$ cat src/osl_map.svh
/*
  timing counts and field constants for the offset encoder and overcurrent latch.
  assumes a 40 MHz system clock; included by its bare name.
*/
`ifndef OSL_MAP_SVH
`define OSL_MAP_SVH
`define OSL_CLK_HZ 40000000
`define OSL_OCP_DELAY_MS 50
`define OSL_OCP_DELAY_CYC ((`OSL_CLK_HZ / 1000) * `OSL_OCP_DELAY_MS)
`define OSL_ADC_W 8
`define OSL_CODE_W 6
`define OSL_STEP_MV 25
`define OSL_MAX_CODE 6'h20
`define OSL_ZERO_BINS 8'h0C
`define OSL_TOP_BIN 8'hFC
`define OSL_BIN_SHIFT 3
`define OSL_LIMIT2_NUM 13
`define OSL_LIMIT2_DEN 10
`define OSL_ADDR_CTRL 12'h000
`define OSL_ADDR_STAT 12'h004
`define OSL_ADDR_IRQ 12'h008
`define OSL_ADDR_MASK 12'h00C
`define OSL_ADDR_SHIFT 12'h010
`define OSL_CTRL_RST 32'h0000_0000
`define OSL_STAT_LIM1 0
`define OSL_STAT_LIM2 1
`define OSL_STAT_LATCH 2
`endif

$ cat src/osl_pkg.sv
/*
  types for the offset encoder and overcurrent latch.
  assumes osl_map.svh is available.
*/
package osl_pkg;
  typedef enum logic [5:0] {
    OSL_OFF = 6'b000001,
    OSL_PAR_SS = 6'b000010,
    OSL_PAR_RUN = 6'b000100,
    OSL_SER_SS = 6'b001000,
    OSL_SER_BOOT = 6'b010000,
    OSL_SER_RUN = 6'b100000
  } osl_phase_e;
  typedef struct packed {
    logic [5:0] core_code;
    logic [5:0] aux_code;
  } osl_shift_s;
  typedef struct packed {
    logic over_first;
    logic over_second;
  } osl_cur_s;
endpackage

$ cat src/osl_code_reg.sv
/*
  quantizer from a pin-to-supply ratio sample to a 25 mV shift code, registered output.
  assumes the sample is already synchronised and ratiometric to the supply.
*/
`include "osl_map.svh"
`timescale 1ns/1ps
`default_nettype none
module osl_code_reg
  import osl_pkg::*;
(
  input wire logic clk_sys_i,
  input wire logic reset_n_i,
  input wire logic load_i,
  input wire logic [7:0] ratio_i,
  output logic [5:0] code_o
);
  // ratio in 1/256 units; bin k spans centre (k+1)/32 +- 1/64
  wire logic below_zero = ratio_i < `OSL_ZERO_BINS;
  wire logic top_bin = ratio_i >= `OSL_TOP_BIN;
  wire logic [7:0] biased = ratio_i + 8'h04;
  wire logic [5:0] mid_code = {1'b0, biased[7:3]} - 6'd1;
  wire logic [5:0] code_nxt = below_zero ? 6'h00 : (top_bin ? `OSL_MAX_CODE : mid_code);
  always_ff @(posedge clk_sys_i)
  begin
    if (!reset_n_i)
      code_o <= 6'h00;
    else if (load_i)
      code_o <= code_nxt;
  end
endmodule
`default_nettype wire

$ cat src/osl_top.sv
/*
  offset shift encoder and two-stage overcurrent latch of a multiphase controller.
  assumes comparator levels and the converter samples arrive asynchronously from analog;
  software reaches control and status over APB.
*/
// How it works
// - first limit latches after 50 ms persistence
// - second limit latches high-impedance immediately
// - 0 to 800 mV shift per rail
// - 25 mV bins, zero below, top 800
// - aux pin uses same shared converter table
// - converter referenced to logic supply ratio
// - parallel soft-start: no core shift, aux off
// - normal: core shift; serial adds aux
// - serial soft-start: no shifts, aux on
// - serial boot hold: no shifts
// - fixed test mode: no shifts
`include "osl_map.svh"
`timescale 1ns/1ps
`default_nettype none
module osl_top
  import osl_pkg::*;
#(
  parameter int OCP_DELAY_CYC = `OSL_OCP_DELAY_CYC
)
(
  input wire logic clk_sys_i,
  input wire logic reset_n_i,
  input wire logic enable_i,
  input wire logic first_current_limit_i,
  input wire logic second_current_limit_i,
  input wire logic [7:0] core_ratio_i,
  input wire logic [7:0] aux_shift_pin_i,
  input wire logic conv_valid_i,
  input wire logic [11:0] paddr,
  input wire logic psel,
  input wire logic penable,
  input wire logic pwrite,
  input wire logic [31:0] pwdata,
  output logic [31:0] prdata,
  output logic pready,
  output logic pslverr,
  output logic conv_sel_aux_o,
  output logic pwm_hiz_o,
  output logic drv_on_o,
  output logic aux_rail_on_o,
  output logic [5:0] core_shift_code_o,
  output logic [5:0] aux_shift_code_o,
  output logic irq_o
);
  // ----------------------------------------------------------------
  // input synchronisers
  // ----------------------------------------------------------------
  logic [1:0] lim1_sync_r;
  logic [1:0] lim2_sync_r;
  logic [1:0] en_sync_r;
  logic [1:0] cv_sync_r;
  logic [7:0] core_s1_r;
  logic [7:0] core_s2_r;
  logic [7:0] aux_s1_r;
  logic [7:0] aux_s2_r;
  always_ff @(posedge clk_sys_i)
  begin
    if (!reset_n_i)
    begin
      lim1_sync_r <= 2'h0;
      lim2_sync_r <= 2'h0;
      en_sync_r <= 2'h0;
      cv_sync_r <= 2'h0;
      core_s1_r <= 8'h00;
      core_s2_r <= 8'h00;
      aux_s1_r <= 8'h00;
      aux_s2_r <= 8'h00;
    end
    else
    begin
      lim1_sync_r <= {lim1_sync_r[0], first_current_limit_i};
      lim2_sync_r <= {lim2_sync_r[0], second_current_limit_i};
      en_sync_r <= {en_sync_r[0], enable_i};
      cv_sync_r <= {cv_sync_r[0], conv_valid_i};
      core_s1_r <= core_ratio_i;
      core_s2_r <= core_s1_r;
      aux_s1_r <= aux_shift_pin_i;
      aux_s2_r <= aux_s1_r;
    end
  end
  osl_cur_s cur;
  assign cur.over_first = lim1_sync_r[1];
  assign cur.over_second = lim2_sync_r[1];
  wire logic en_ok = en_sync_r[1];
  // multi-bit ratio words are only used while the converter says valid, so bit skew settles
  wire logic cv_ok = cv_sync_r[1];

  // ----------------------------------------------------------------
  // apb registers
  // ----------------------------------------------------------------
  logic [31:0] ctrl_r;
  logic [2:0] irq_stat_r;
  logic [2:0] irq_mask_r;
  wire logic acc = psel && penable;
  wire logic wr = acc && pwrite && pready;
  wire logic hit_ctrl = paddr == `OSL_ADDR_CTRL;
  wire logic hit_stat = paddr == `OSL_ADDR_STAT;
  wire logic hit_irq = paddr == `OSL_ADDR_IRQ;
  wire logic hit_mask = paddr == `OSL_ADDR_MASK;
  wire logic hit_shift = paddr == `OSL_ADDR_SHIFT;
  wire logic hit_any = hit_ctrl || hit_stat || hit_irq || hit_mask || hit_shift;
  // ctrl: [0] serial mode, [1] fixed test mode, [2] soft-start done, [3] boot hold done
  wire logic serial_mode = ctrl_r[0];
  wire logic fixed_voltage_test_mode = ctrl_r[1];
  wire logic ss_done = ctrl_r[2];
  wire logic boot_done = ctrl_r[3];

  // ----------------------------------------------------------------
  // overcurrent latch
  // ----------------------------------------------------------------
  logic [31:0] ocp_cnt_r;
  logic latch_r;
  wire logic clear_all = !en_ok;
  wire logic cnt_done = ocp_cnt_r >= 32'(OCP_DELAY_CYC - 1);
  // the count holds at the limit, so a long overload cannot wrap and lose the trip
  wire logic trip_first = cur.over_first && !cur.over_second && cnt_done;
  wire logic trip_second = cur.over_second;
  wire logic [31:0] cnt_nxt = (clear_all || !cur.over_first) ? 32'h0 :
                              (cnt_done ? ocp_cnt_r : ocp_cnt_r + 32'h1);
  always_ff @(posedge clk_sys_i)
  begin
    if (!reset_n_i)
      ocp_cnt_r <= 32'h0;
    else
      ocp_cnt_r <= cnt_nxt;
  end
  always_ff @(posedge clk_sys_i)
  begin
    if (!reset_n_i)
      latch_r <= 1'b0;
    else if (clear_all)
      latch_r <= 1'b0;
    else if (trip_first || trip_second)
      latch_r <= 1'b1;
  end
  // second limit drives high-impedance combinationally off the sync, no extra stage
  wire logic hiz_nxt = latch_r || trip_second || !en_ok;

  // ----------------------------------------------------------------
  // operating phase
  // ----------------------------------------------------------------
  osl_phase_e phase_r;
  osl_phase_e phase_nxt;
  always_comb
  begin
    phase_nxt = phase_r;
    case (phase_r)
      OSL_OFF:
        if (en_ok && !latch_r)
          phase_nxt = serial_mode ? OSL_SER_SS : OSL_PAR_SS;
      OSL_PAR_SS:
        if (ss_done)
          phase_nxt = OSL_PAR_RUN;
      OSL_PAR_RUN:
        phase_nxt = OSL_PAR_RUN;
      OSL_SER_SS:
        if (ss_done)
          phase_nxt = OSL_SER_BOOT;
      OSL_SER_BOOT:
        if (boot_done)
          phase_nxt = OSL_SER_RUN;
      OSL_SER_RUN:
        phase_nxt = OSL_SER_RUN;
      default:
        phase_nxt = OSL_OFF;
    endcase
    // a fault or a low enable overrides every phase
    if (!en_ok || latch_r)
      phase_nxt = OSL_OFF;
  end
  always_ff @(posedge clk_sys_i)
  begin
    if (!reset_n_i)
      phase_r <= OSL_OFF;
    else
      phase_r <= phase_nxt;
  end

  // ----------------------------------------------------------------
  // shared converter, one pin per sample
  // ----------------------------------------------------------------
  logic sel_aux_r;
  always_ff @(posedge clk_sys_i)
  begin
    if (!reset_n_i)
      sel_aux_r <= 1'b0;
    else if (cv_ok)
      sel_aux_r <= !sel_aux_r;
  end
  // samples are ratios to the logic supply, so no absolute reference enters here
  wire logic [7:0] conv_in = sel_aux_r ? aux_s2_r : core_s2_r;
  logic [5:0] conv_code;
  osl_code_reg u_code
  (
    .clk_sys_i(clk_sys_i),
    .reset_n_i(reset_n_i),
    .load_i(cv_ok),
    .ratio_i(conv_in),
    .code_o(conv_code)
  );
  logic dst_aux_r;
  logic ld_r;
  osl_shift_s raw_r;
  always_ff @(posedge clk_sys_i)
  begin
    if (!reset_n_i)
    begin
      dst_aux_r <= 1'b0;
      ld_r <= 1'b0;
      raw_r <= '0;
    end
    else
    begin
      dst_aux_r <= sel_aux_r;
      ld_r <= cv_ok;
      if (ld_r && dst_aux_r)
        raw_r.aux_code <= conv_code;
      else if (ld_r)
        raw_r.core_code <= conv_code;
    end
  end

  // ----------------------------------------------------------------
  // shift gating per phase
  // ----------------------------------------------------------------
  wire logic core_allow = !fixed_voltage_test_mode &&
                          (phase_r == OSL_PAR_RUN || phase_r == OSL_SER_RUN);
  // aux shift drops with the rail, so no aux offset outlives a fault or a disable
  wire logic aux_allow = !fixed_voltage_test_mode && phase_r == OSL_SER_RUN &&
                         !hiz_nxt;
  wire logic aux_on_nxt = phase_r == OSL_SER_SS || phase_r == OSL_SER_BOOT ||
                          phase_r == OSL_SER_RUN;
  wire logic [5:0] core_out_nxt = core_allow ? raw_r.core_code : 6'h00;
  wire logic [5:0] aux_out_nxt = aux_allow ? raw_r.aux_code : 6'h00;
  always_ff @(posedge clk_sys_i)
  begin
    if (!reset_n_i)
    begin
      core_shift_code_o <= 6'h00;
      aux_shift_code_o <= 6'h00;
      aux_rail_on_o <= 1'b0;
      pwm_hiz_o <= 1'b1;
      drv_on_o <= 1'b0;
      conv_sel_aux_o <= 1'b0;
    end
    else
    begin
      core_shift_code_o <= core_out_nxt;
      aux_shift_code_o <= aux_out_nxt;
      aux_rail_on_o <= aux_on_nxt && !hiz_nxt;
      pwm_hiz_o <= hiz_nxt;
      drv_on_o <= !hiz_nxt && phase_r != OSL_OFF;
      conv_sel_aux_o <= sel_aux_r;
    end
  end

  // ----------------------------------------------------------------
  // interrupts and bus
  // ----------------------------------------------------------------
  logic over_first_q;
  always_ff @(posedge clk_sys_i)
  begin
    if (!reset_n_i)
      over_first_q <= 1'b0;
    else
      over_first_q <= cur.over_first;
  end
  wire logic [2:0] ev_set = {trip_first || trip_second, trip_second, cur.over_first && !over_first_q};
  // a one written clears its bit, a zero leaves it alone
  wire logic [2:0] w1c = (wr && hit_irq) ? pwdata[2:0] : 3'h0;
  wire logic [2:0] irq_nxt;
  // set wins over a same-cycle write-one clear, so a fault is never lost to a late handler
  genvar gi;
  generate
    for (gi = 0; gi < 3; gi = gi + 1)
    begin : g_irq
      assign irq_nxt[gi] = (irq_stat_r[gi] && !w1c[gi]) || ev_set[gi];
    end
  endgenerate

  wire logic [31:0] stat_word = {26'h0, phase_r == OSL_OFF, aux_on_nxt, latch_r,
                                 1'b0, cur.over_second, cur.over_first};
  wire logic [31:0] shift_word = {20'h0, raw_r.aux_code, raw_r.core_code};
  wire logic [31:0] rd_nxt = hit_ctrl ? ctrl_r :
                             hit_stat ? stat_word :
                             hit_irq ? {29'h0, irq_stat_r} :
                             hit_mask ? {29'h0, irq_mask_r} :
                             hit_shift ? shift_word : 32'h0;

  // a write lands only at the access edge that sees pready, so it is taken once
  always_ff @(posedge clk_sys_i)
  begin
    if (!reset_n_i)
      ctrl_r <= `OSL_CTRL_RST;
    else if (wr && hit_ctrl)
      ctrl_r <= {28'h0, pwdata[3:0]};
  end

  always_ff @(posedge clk_sys_i)
  begin
    if (!reset_n_i)
      irq_mask_r <= 3'h0;
    else if (wr && hit_mask)
      irq_mask_r <= pwdata[2:0];
  end

  always_ff @(posedge clk_sys_i)
  begin
    if (!reset_n_i)
    begin
      irq_stat_r <= 3'h0;
      irq_o <= 1'b0;
    end
    else
    begin
      irq_stat_r <= irq_nxt;
      irq_o <= |(irq_nxt & irq_mask_r);
    end
  end

  // no wait state: pready answers the edge after setup, which lets prdata be a register
  always_ff @(posedge clk_sys_i)
  begin
    if (!reset_n_i)
    begin
      prdata <= 32'h0;
      pready <= 1'b0;
      pslverr <= 1'b0;
    end
    else
    begin
      pready <= psel && !pready;
      pslverr <= psel && !pready && !hit_any;
      prdata <= rd_nxt;
    end
  end
endmodule
`default_nettype wire

$ cat config.mk
export PLATFORM = sky130hd
export DESIGN_NAME = osl_top
export DESIGN_NICKNAME = d
export VERILOG_FILES = /design/src/osl_pkg.sv /design/src/osl_code_reg.sv /design/src/osl_top.sv
export VERILOG_INCLUDE_DIRS = /design/src
export SDC_FILE = /design/constraint.sdc
export NUM_CORES = 1
export LEC_CHECK = 0
export BUFFER_PORTS_ARGS = -buffer_cell sky130_fd_sc_hd__buf_4
export CORE_ASPECT_RATIO = 1.75
export CORE_UTILIZATION = 49
export CTS_CLUSTER_SIZE = 12
export DETAILED_ROUTE_END_ITERATION = 6
export PLACE_DENSITY_LB_ADDON = 0.1
export SYNTH_ARGS = -nofsm -noshare
export SYNTH_HDL_FRONTEND = slang
export SYNTH_SLANG_ARGS = --single-unit
$ cat constraint.sdc
create_clock -name clk_sys_i -period 2.7 [get_ports clk_sys_i]
set_input_delay 0.27 -clock clk_sys_i [delete_from_list [all_inputs] [get_ports clk_sys_i]]
set_output_delay 0.27 -clock clk_sys_i [all_outputs]
set_load 0.005 [all_outputs]
==> Yosys cells after proc, flatten, opt, wreduce, memory -nomap -nowiden <==
Cells that the tools add are included.
{ "op_classes": {"magnitude_cmp": 3, "mux": 15, "n_shift": 0, "n_reduce_logical": 61, "bitwise_logic": 4, "eq_ne": 15, "n_addsub": 3, "n_mul": 0, "div": 0} }
{ "ops": {"columns": ["op", "n"], "rows": [
  ["6-bit two-way mux", 10],
  ["6-bit one-hot mux with 6 select lines", 1],
  ["32-bit by 1-bit adder with 32-bit output, second input constant", 1],
  ["32-bit by 21-bit greater-or-equal comparator with 1-bit output, second input constant", 1],
  ["12-bit by 4-bit equality test with 1-bit output, second input constant", 2],
  ["1-bit logical AND", 21],
  ["1-bit logical OR", 15],
  ["1-bit logical NOT", 13],
  ["12-bit by 3-bit equality test with 1-bit output, second input constant", 1],
  ["12-bit by 5-bit equality test with 1-bit output, second input constant", 1],
  ["12-bit logical NOT", 1],
  ["8-bit by 3-bit adder with 8-bit output, second input constant", 1],
  ["8-bit greater-or-equal comparator, second input constant", 1],
  ["8-bit by 4-bit less-than comparator with 1-bit output, second input constant", 1],
  ["4-bit two-way mux", 2],
  ["8-bit two-way mux", 1],
  ["2-bit AND reduction", 4],
  ["6-bit by 1-bit equality test with 1-bit output, second input constant", 1],
  ["6-bit by 2-bit equality test with 1-bit output, second input constant", 1],
  ["6-bit by 3-bit equality test with 1-bit output, second input constant", 1],
  ["6-bit by 4-bit equality test with 1-bit output, second input constant", 1],
  ["6-bit by 5-bit equality test with 1-bit output, second input constant", 1],
  ["6-bit equality test, second input constant", 1],
  ["2-bit != test, second input constant", 3],
  ["11 further kinds", 15]
]} }
{ "totals": {"mem_bits_rw": 0, "memories": 0, "latch_bits": 0, "word_cells": 134, "reg_bits": 161, "output_inout_bits": 51, "romBits": 0, "input_bits": 69} }

==> Logic depth before layout (Yosys ltp) <==
{ "depth": {"ltp_word": 10, "mapped_depth": 11, "ltp_nobuf": 9} }

==> By module <==
A second synthesis with hierarchy kept.
{ "hier_totals": {"hier_cells": 585, "area_unflattened_um2": 5662.9} }
{ "by_module_without_submodules": {"columns": ["mod", "area_per_inst_um2", "cells_per_inst", "seq_area_each_um2", "instances"], "rows": [
  ["osl_top", 5192.5, 528, 2702.6, 1],
  ["osl_code_reg", 470.5, 57, 120.1, 1]
]} }

==> Least setup slack after synthesis <==
OpenSTA, ideal clock, no wires.
{ "synth_path": {"path_type": "register -> register", "startpoint": "register sel_aux_r", "endpoint": "register u_code.code_o[2]", "setup_time_ns": 0.115, "arrival_time_ns": 2.442, "required_time_ns": 2.585, "path_slack_ns": 0.144, "period_less_slack_ns": 2.556, "stages_incl_launch_ff": 12, "n_path_buf": 2, "path_cell_list": "dfxtp_1 buf_2 buf_2 mux2_2 ha_1 o21a_1 or2_2 ha_1 xnor2_1 xnor2_1 o22ai_1 and2_1"} }
{ "synth_between": {"elab_chain_cells": 5, "elab_cells_between_ends": 7, "cone_classes": "2 x add/sub; 2 x order compare; 3 x mux"} }
{ "synth_lines": {"columns": ["element", "line", "rtl"], "rows": [
  ["from (decl)", "osl_top.sv:188", "logic sel_aux_r;"],
  ["from (signal assigned)", "osl_top.sv:194", "sel_aux_r <= !sel_aux_r;"],
  ["8-bit two-way mux (*)", "osl_top.sv:197", "wire logic [7:0] conv_in = sel_aux_r ? aux_s2_r : core_s2_r;"],
  ["8-bit by 3-bit adder with 8-bit output", "osl_code_reg.sv:20", "wire logic [7:0] biased = ratio_i + 8'h04;"],
  ["5-bit by 1-bit subtractor with 6-bit output", "osl_code_reg.sv:21", "wire logic [5:0] mid_code = {1'b0, biased[7:3]} - 6'd1;"],
  ["6-bit two-way mux", "osl_code_reg.sv:22", "wire logic [5:0] code_nxt = below_zero ? 6'h00 : (top_bin ? `OSL_MAX_CODE : mid_code);"],
  ["6-bit two-way mux (*)", "osl_code_reg.sv:22", null],
  ["to (signal assigned)", "osl_code_reg.sv:28", "code_o <= code_nxt;"],
  ["to (decl)", "osl_code_reg.sv:15", "output logic [5:0] code_o"]
]} }
Every way passes the cells marked *; elsewhere a longest branch is shown, timed or not.
A chain may end at the register's enable or synchronous reset.

==> Worst setup path after layout <==
Ends and elaborated chain as after synthesis.

==> run summary <==
Final hold vios -> 0
Core Rows -> 51
Die width -> 82.5 um
Synth top area share -> 47.9%
DRT iter0 DRCs -> 183
Final cycle utilization of the critical path -> 89.9%
Slew @ Worst Pin -> 706 ps
Post-DP HPWL -> 8280 um
IO Port Bufs -> 67
Final Wtd Congestion -> 0.834
Clock power share -> 50.1%
DRC -> 0
Mapped Cells -> 582
Register bit count reported by yosys -> 133
Cell Int Power -> 3470 uW
Initial antenna violation count -> 0
Cells resized by post-CTS repair -> 0
Seq/Total Area, Yosys -> 47.9%
Comb power frac -> 4.4%
Commonest cells in the netlist -> dfxtp_1 (133), and2_1 (66), nand2_1 (39)
Total track usage -> 21.1%
IO Pins -> 120
Vias -> 4267
Netlist cell types -> 66
H-tree levels -> 4
Crit path DAT -> 2730 ps
Routed WL per cell -> 14.4 um
Most frequent cell after synthesis -> dfxtp_1
Hold WC Path Type -> input port to flip-flop
Reg power frac -> 45.5%
Vias in the first global route -> 4119
Synth Flop Type -> dfxtp_1
EDFF count, synth -> 0
Outcome -> completed
Routed wire length -> 11400 um
Hold Path Origin -> enable_i
Psw -> 972 uW
Setup-failing EPs final -> 0
Chip height -> 143 um
Max VDD drop -> 0.500 mV
WP data required -> 3000 ps
Clock skew -> 10.0 ps
Initial core utilization -> 50.1%
Slew Viols, Final -> 0
Die area -> 11800 sq um
Leakage -> 0.00272 uW
RSZ-0062 raised after global routing -> false
Hold slack -> 65.9 ps
Share of cells above drive strength 1 -> 19.6%
Root Buffer -> clkbuf_16
Area Overhead vs Synth -> 20.1%
Setup repair bufs after CTS -> 0
Biggest area consumer among synthesized cells -> dfxtp_1
Slew margin rel. -> 52.4%
Clock latency on the worst-skew pair -> 410 ps
Asr flop ratio synth -> 0%
Fraction of power spent switching nets -> 21.9%
Drt first pass iters -> 5
Critical path capture point type -> flip-flop
RR Startpoint -> sel_aux_r
Nets -> 718
Synthesized area -> 5560 sq um
Setup TNS -> 0 ps
Clk buf depth -> 2
Clock Sinks -> 133
Startpoint Class -> flip-flop
Synth warn -> 0
Fmax -> 412 MHz
Final antenna diode count -> 0
Origin of the worst setup path -> sel_aux_r
Power Dens Cells -> 664 nW/um^2
Max Cap Viol -> 0
# hold bufs at CTS -> 0
CTS tree -> done
Setup CP Type -> flip-flop to flip-flop
CORE AREA -> 11100 sq um
Global-route wire length before repair -> 18800 um
Synth Area per Inst -> 9.56 sq um
Routed Antenna Nets -> 0
Reg clk slew, reported paths -> 60 ps
Vias per cell -> 5.39
Critical path peak fanout -> 7
Synth top area cells -> dfxtp_1 (48%), and2_1 (7.4%), mux2i_1 (3.6%), buf_4 (2.7%), nand2_1 (2.6%)
Minimum clock period -> 2430 ps
CTS buffer count -> 17
Largest net degree at the start of global routing -> 62
Total global routing overflow -> 0
[metrics by stage]
stage          setup slack (ps)  power [uW]  cell area, sq um  utilization, %  instances
2_1_floorplan               144        2200              5630               -        601
3_3_place_gp                371        2250              6090            54.9        759
3_5_place_dp                293        2260              6090            54.9        759
4_1_cts                     275        4480              6680            60.1        791
5_1_grt                     133        4610              6680            60.1        791
6_report                    272        4440              6680            60.1        791
[power groups by stage]
stage	combinational (uW)	clock [uW]	sequential, uW
2_1_floorplan	148	0	2050
3_3_place_gp	189	0	2060
3_5_place_dp	193	0	2060
4_1_cts	194	2270	2020
5_1_grt	215	2370	2020
6_report	193	2220	2020
[logic make-up after synthesis]
group           Yosys count  synth area share, %
xor+xnor                 10                 1.57
mux                      26                 4.81
other cells               1               0.0674
fa+ha+maj                 3                0.675
buf+inv                  59                 5.58
simple gates            253                 26.7
compound gates           97                 12.8
flops                   133                 47.9
[cell usage in the layout, fill, tap and decap left out, types with 4 or more instances in the layout]
cell type | Yosys | final
a21boi_0 | 7 | 7
a21oi_1 | 25 | 25
a31oi_1 | 5 | 5
and2_1 | 66 | 66
and3_1 | 16 | 16
and4_1 | 4 | 4
buf_4 | 20 | 75
clkbuf_16 | 0 | 17
clkinv_4 | 0 | 6
conb_1 | 1 | 20
dfxtp_1 | 133 | 133
inv_1 | 10 | 10
mux2_2 | 6 | 6
mux2i_1 | 20 | 20
nand2_1 | 39 | 39
nand2b_1 | 5 | 5
nand3_1 | 15 | 15
nand3b_1 | 4 | 4
nand4_1 | 13 | 13
nor2_1 | 25 | 25
nor2b_1 | 21 | 21
nor3_1 | 8 | 8
o211ai_1 | 6 | 6
o21ai_0 | 14 | 14
o31ai_1 | 5 | 5
or3_1 | 11 | 11
or4_1 | 6 | 6
xnor2_1 | 7 | 7
[final cells by class]
type | count | area [sq um]
clock buffer | 18 | 429
clock inverter | 14 | 154
fill | 1046 | 4430
inverter | 10 | 37.5
multi-input combinational | 409 | 2670
sequential | 133 | 2660
tap | 132 | 165
timing repair buffer | 75 | 563
[per-layer routing]
layer	GRT usage, %	wire length, um
met1	22.9	4670
met5	0	0
met2	37.7	6170
met3	5.05	271
met4	9.26	255
[critical path: stages, from the launching register on]
cell and delay [ps]:
dfxtp_1 380, mux2_2 350, ha_1 270, o21a_1 160, or2_2 280, ha_1 260, xnor2_1 210, xnor2_1 150
o22ai_1 90, and2_1 170
[worst paths after layout]
check / to / slack, ps / depth (start not counted)
worst max-delay path: u_code.code_o[2] / 270 / 9
worst min-delay path: en_sync_r[0] / 70 / 2
worst max register to register: u_code.code_o[2] / 270 / 9
worst min register to register: core_s2_r[2] / 430 / 1
[sequential cells by signal, summed over array words and instances (netlist names), 6 cells and up]
signal	cells
aux_shift_code_o	6
phase_r	6
core_s2_r	6
ocp_cnt_r	32
prdata	12
aux_s1_r	6
core_s1_r	6
raw_r	12
aux_s2_r	6
core_shift_code_o	6
u_code.code_o	6
No activity file was read; power rests on OpenSTA's default activity.
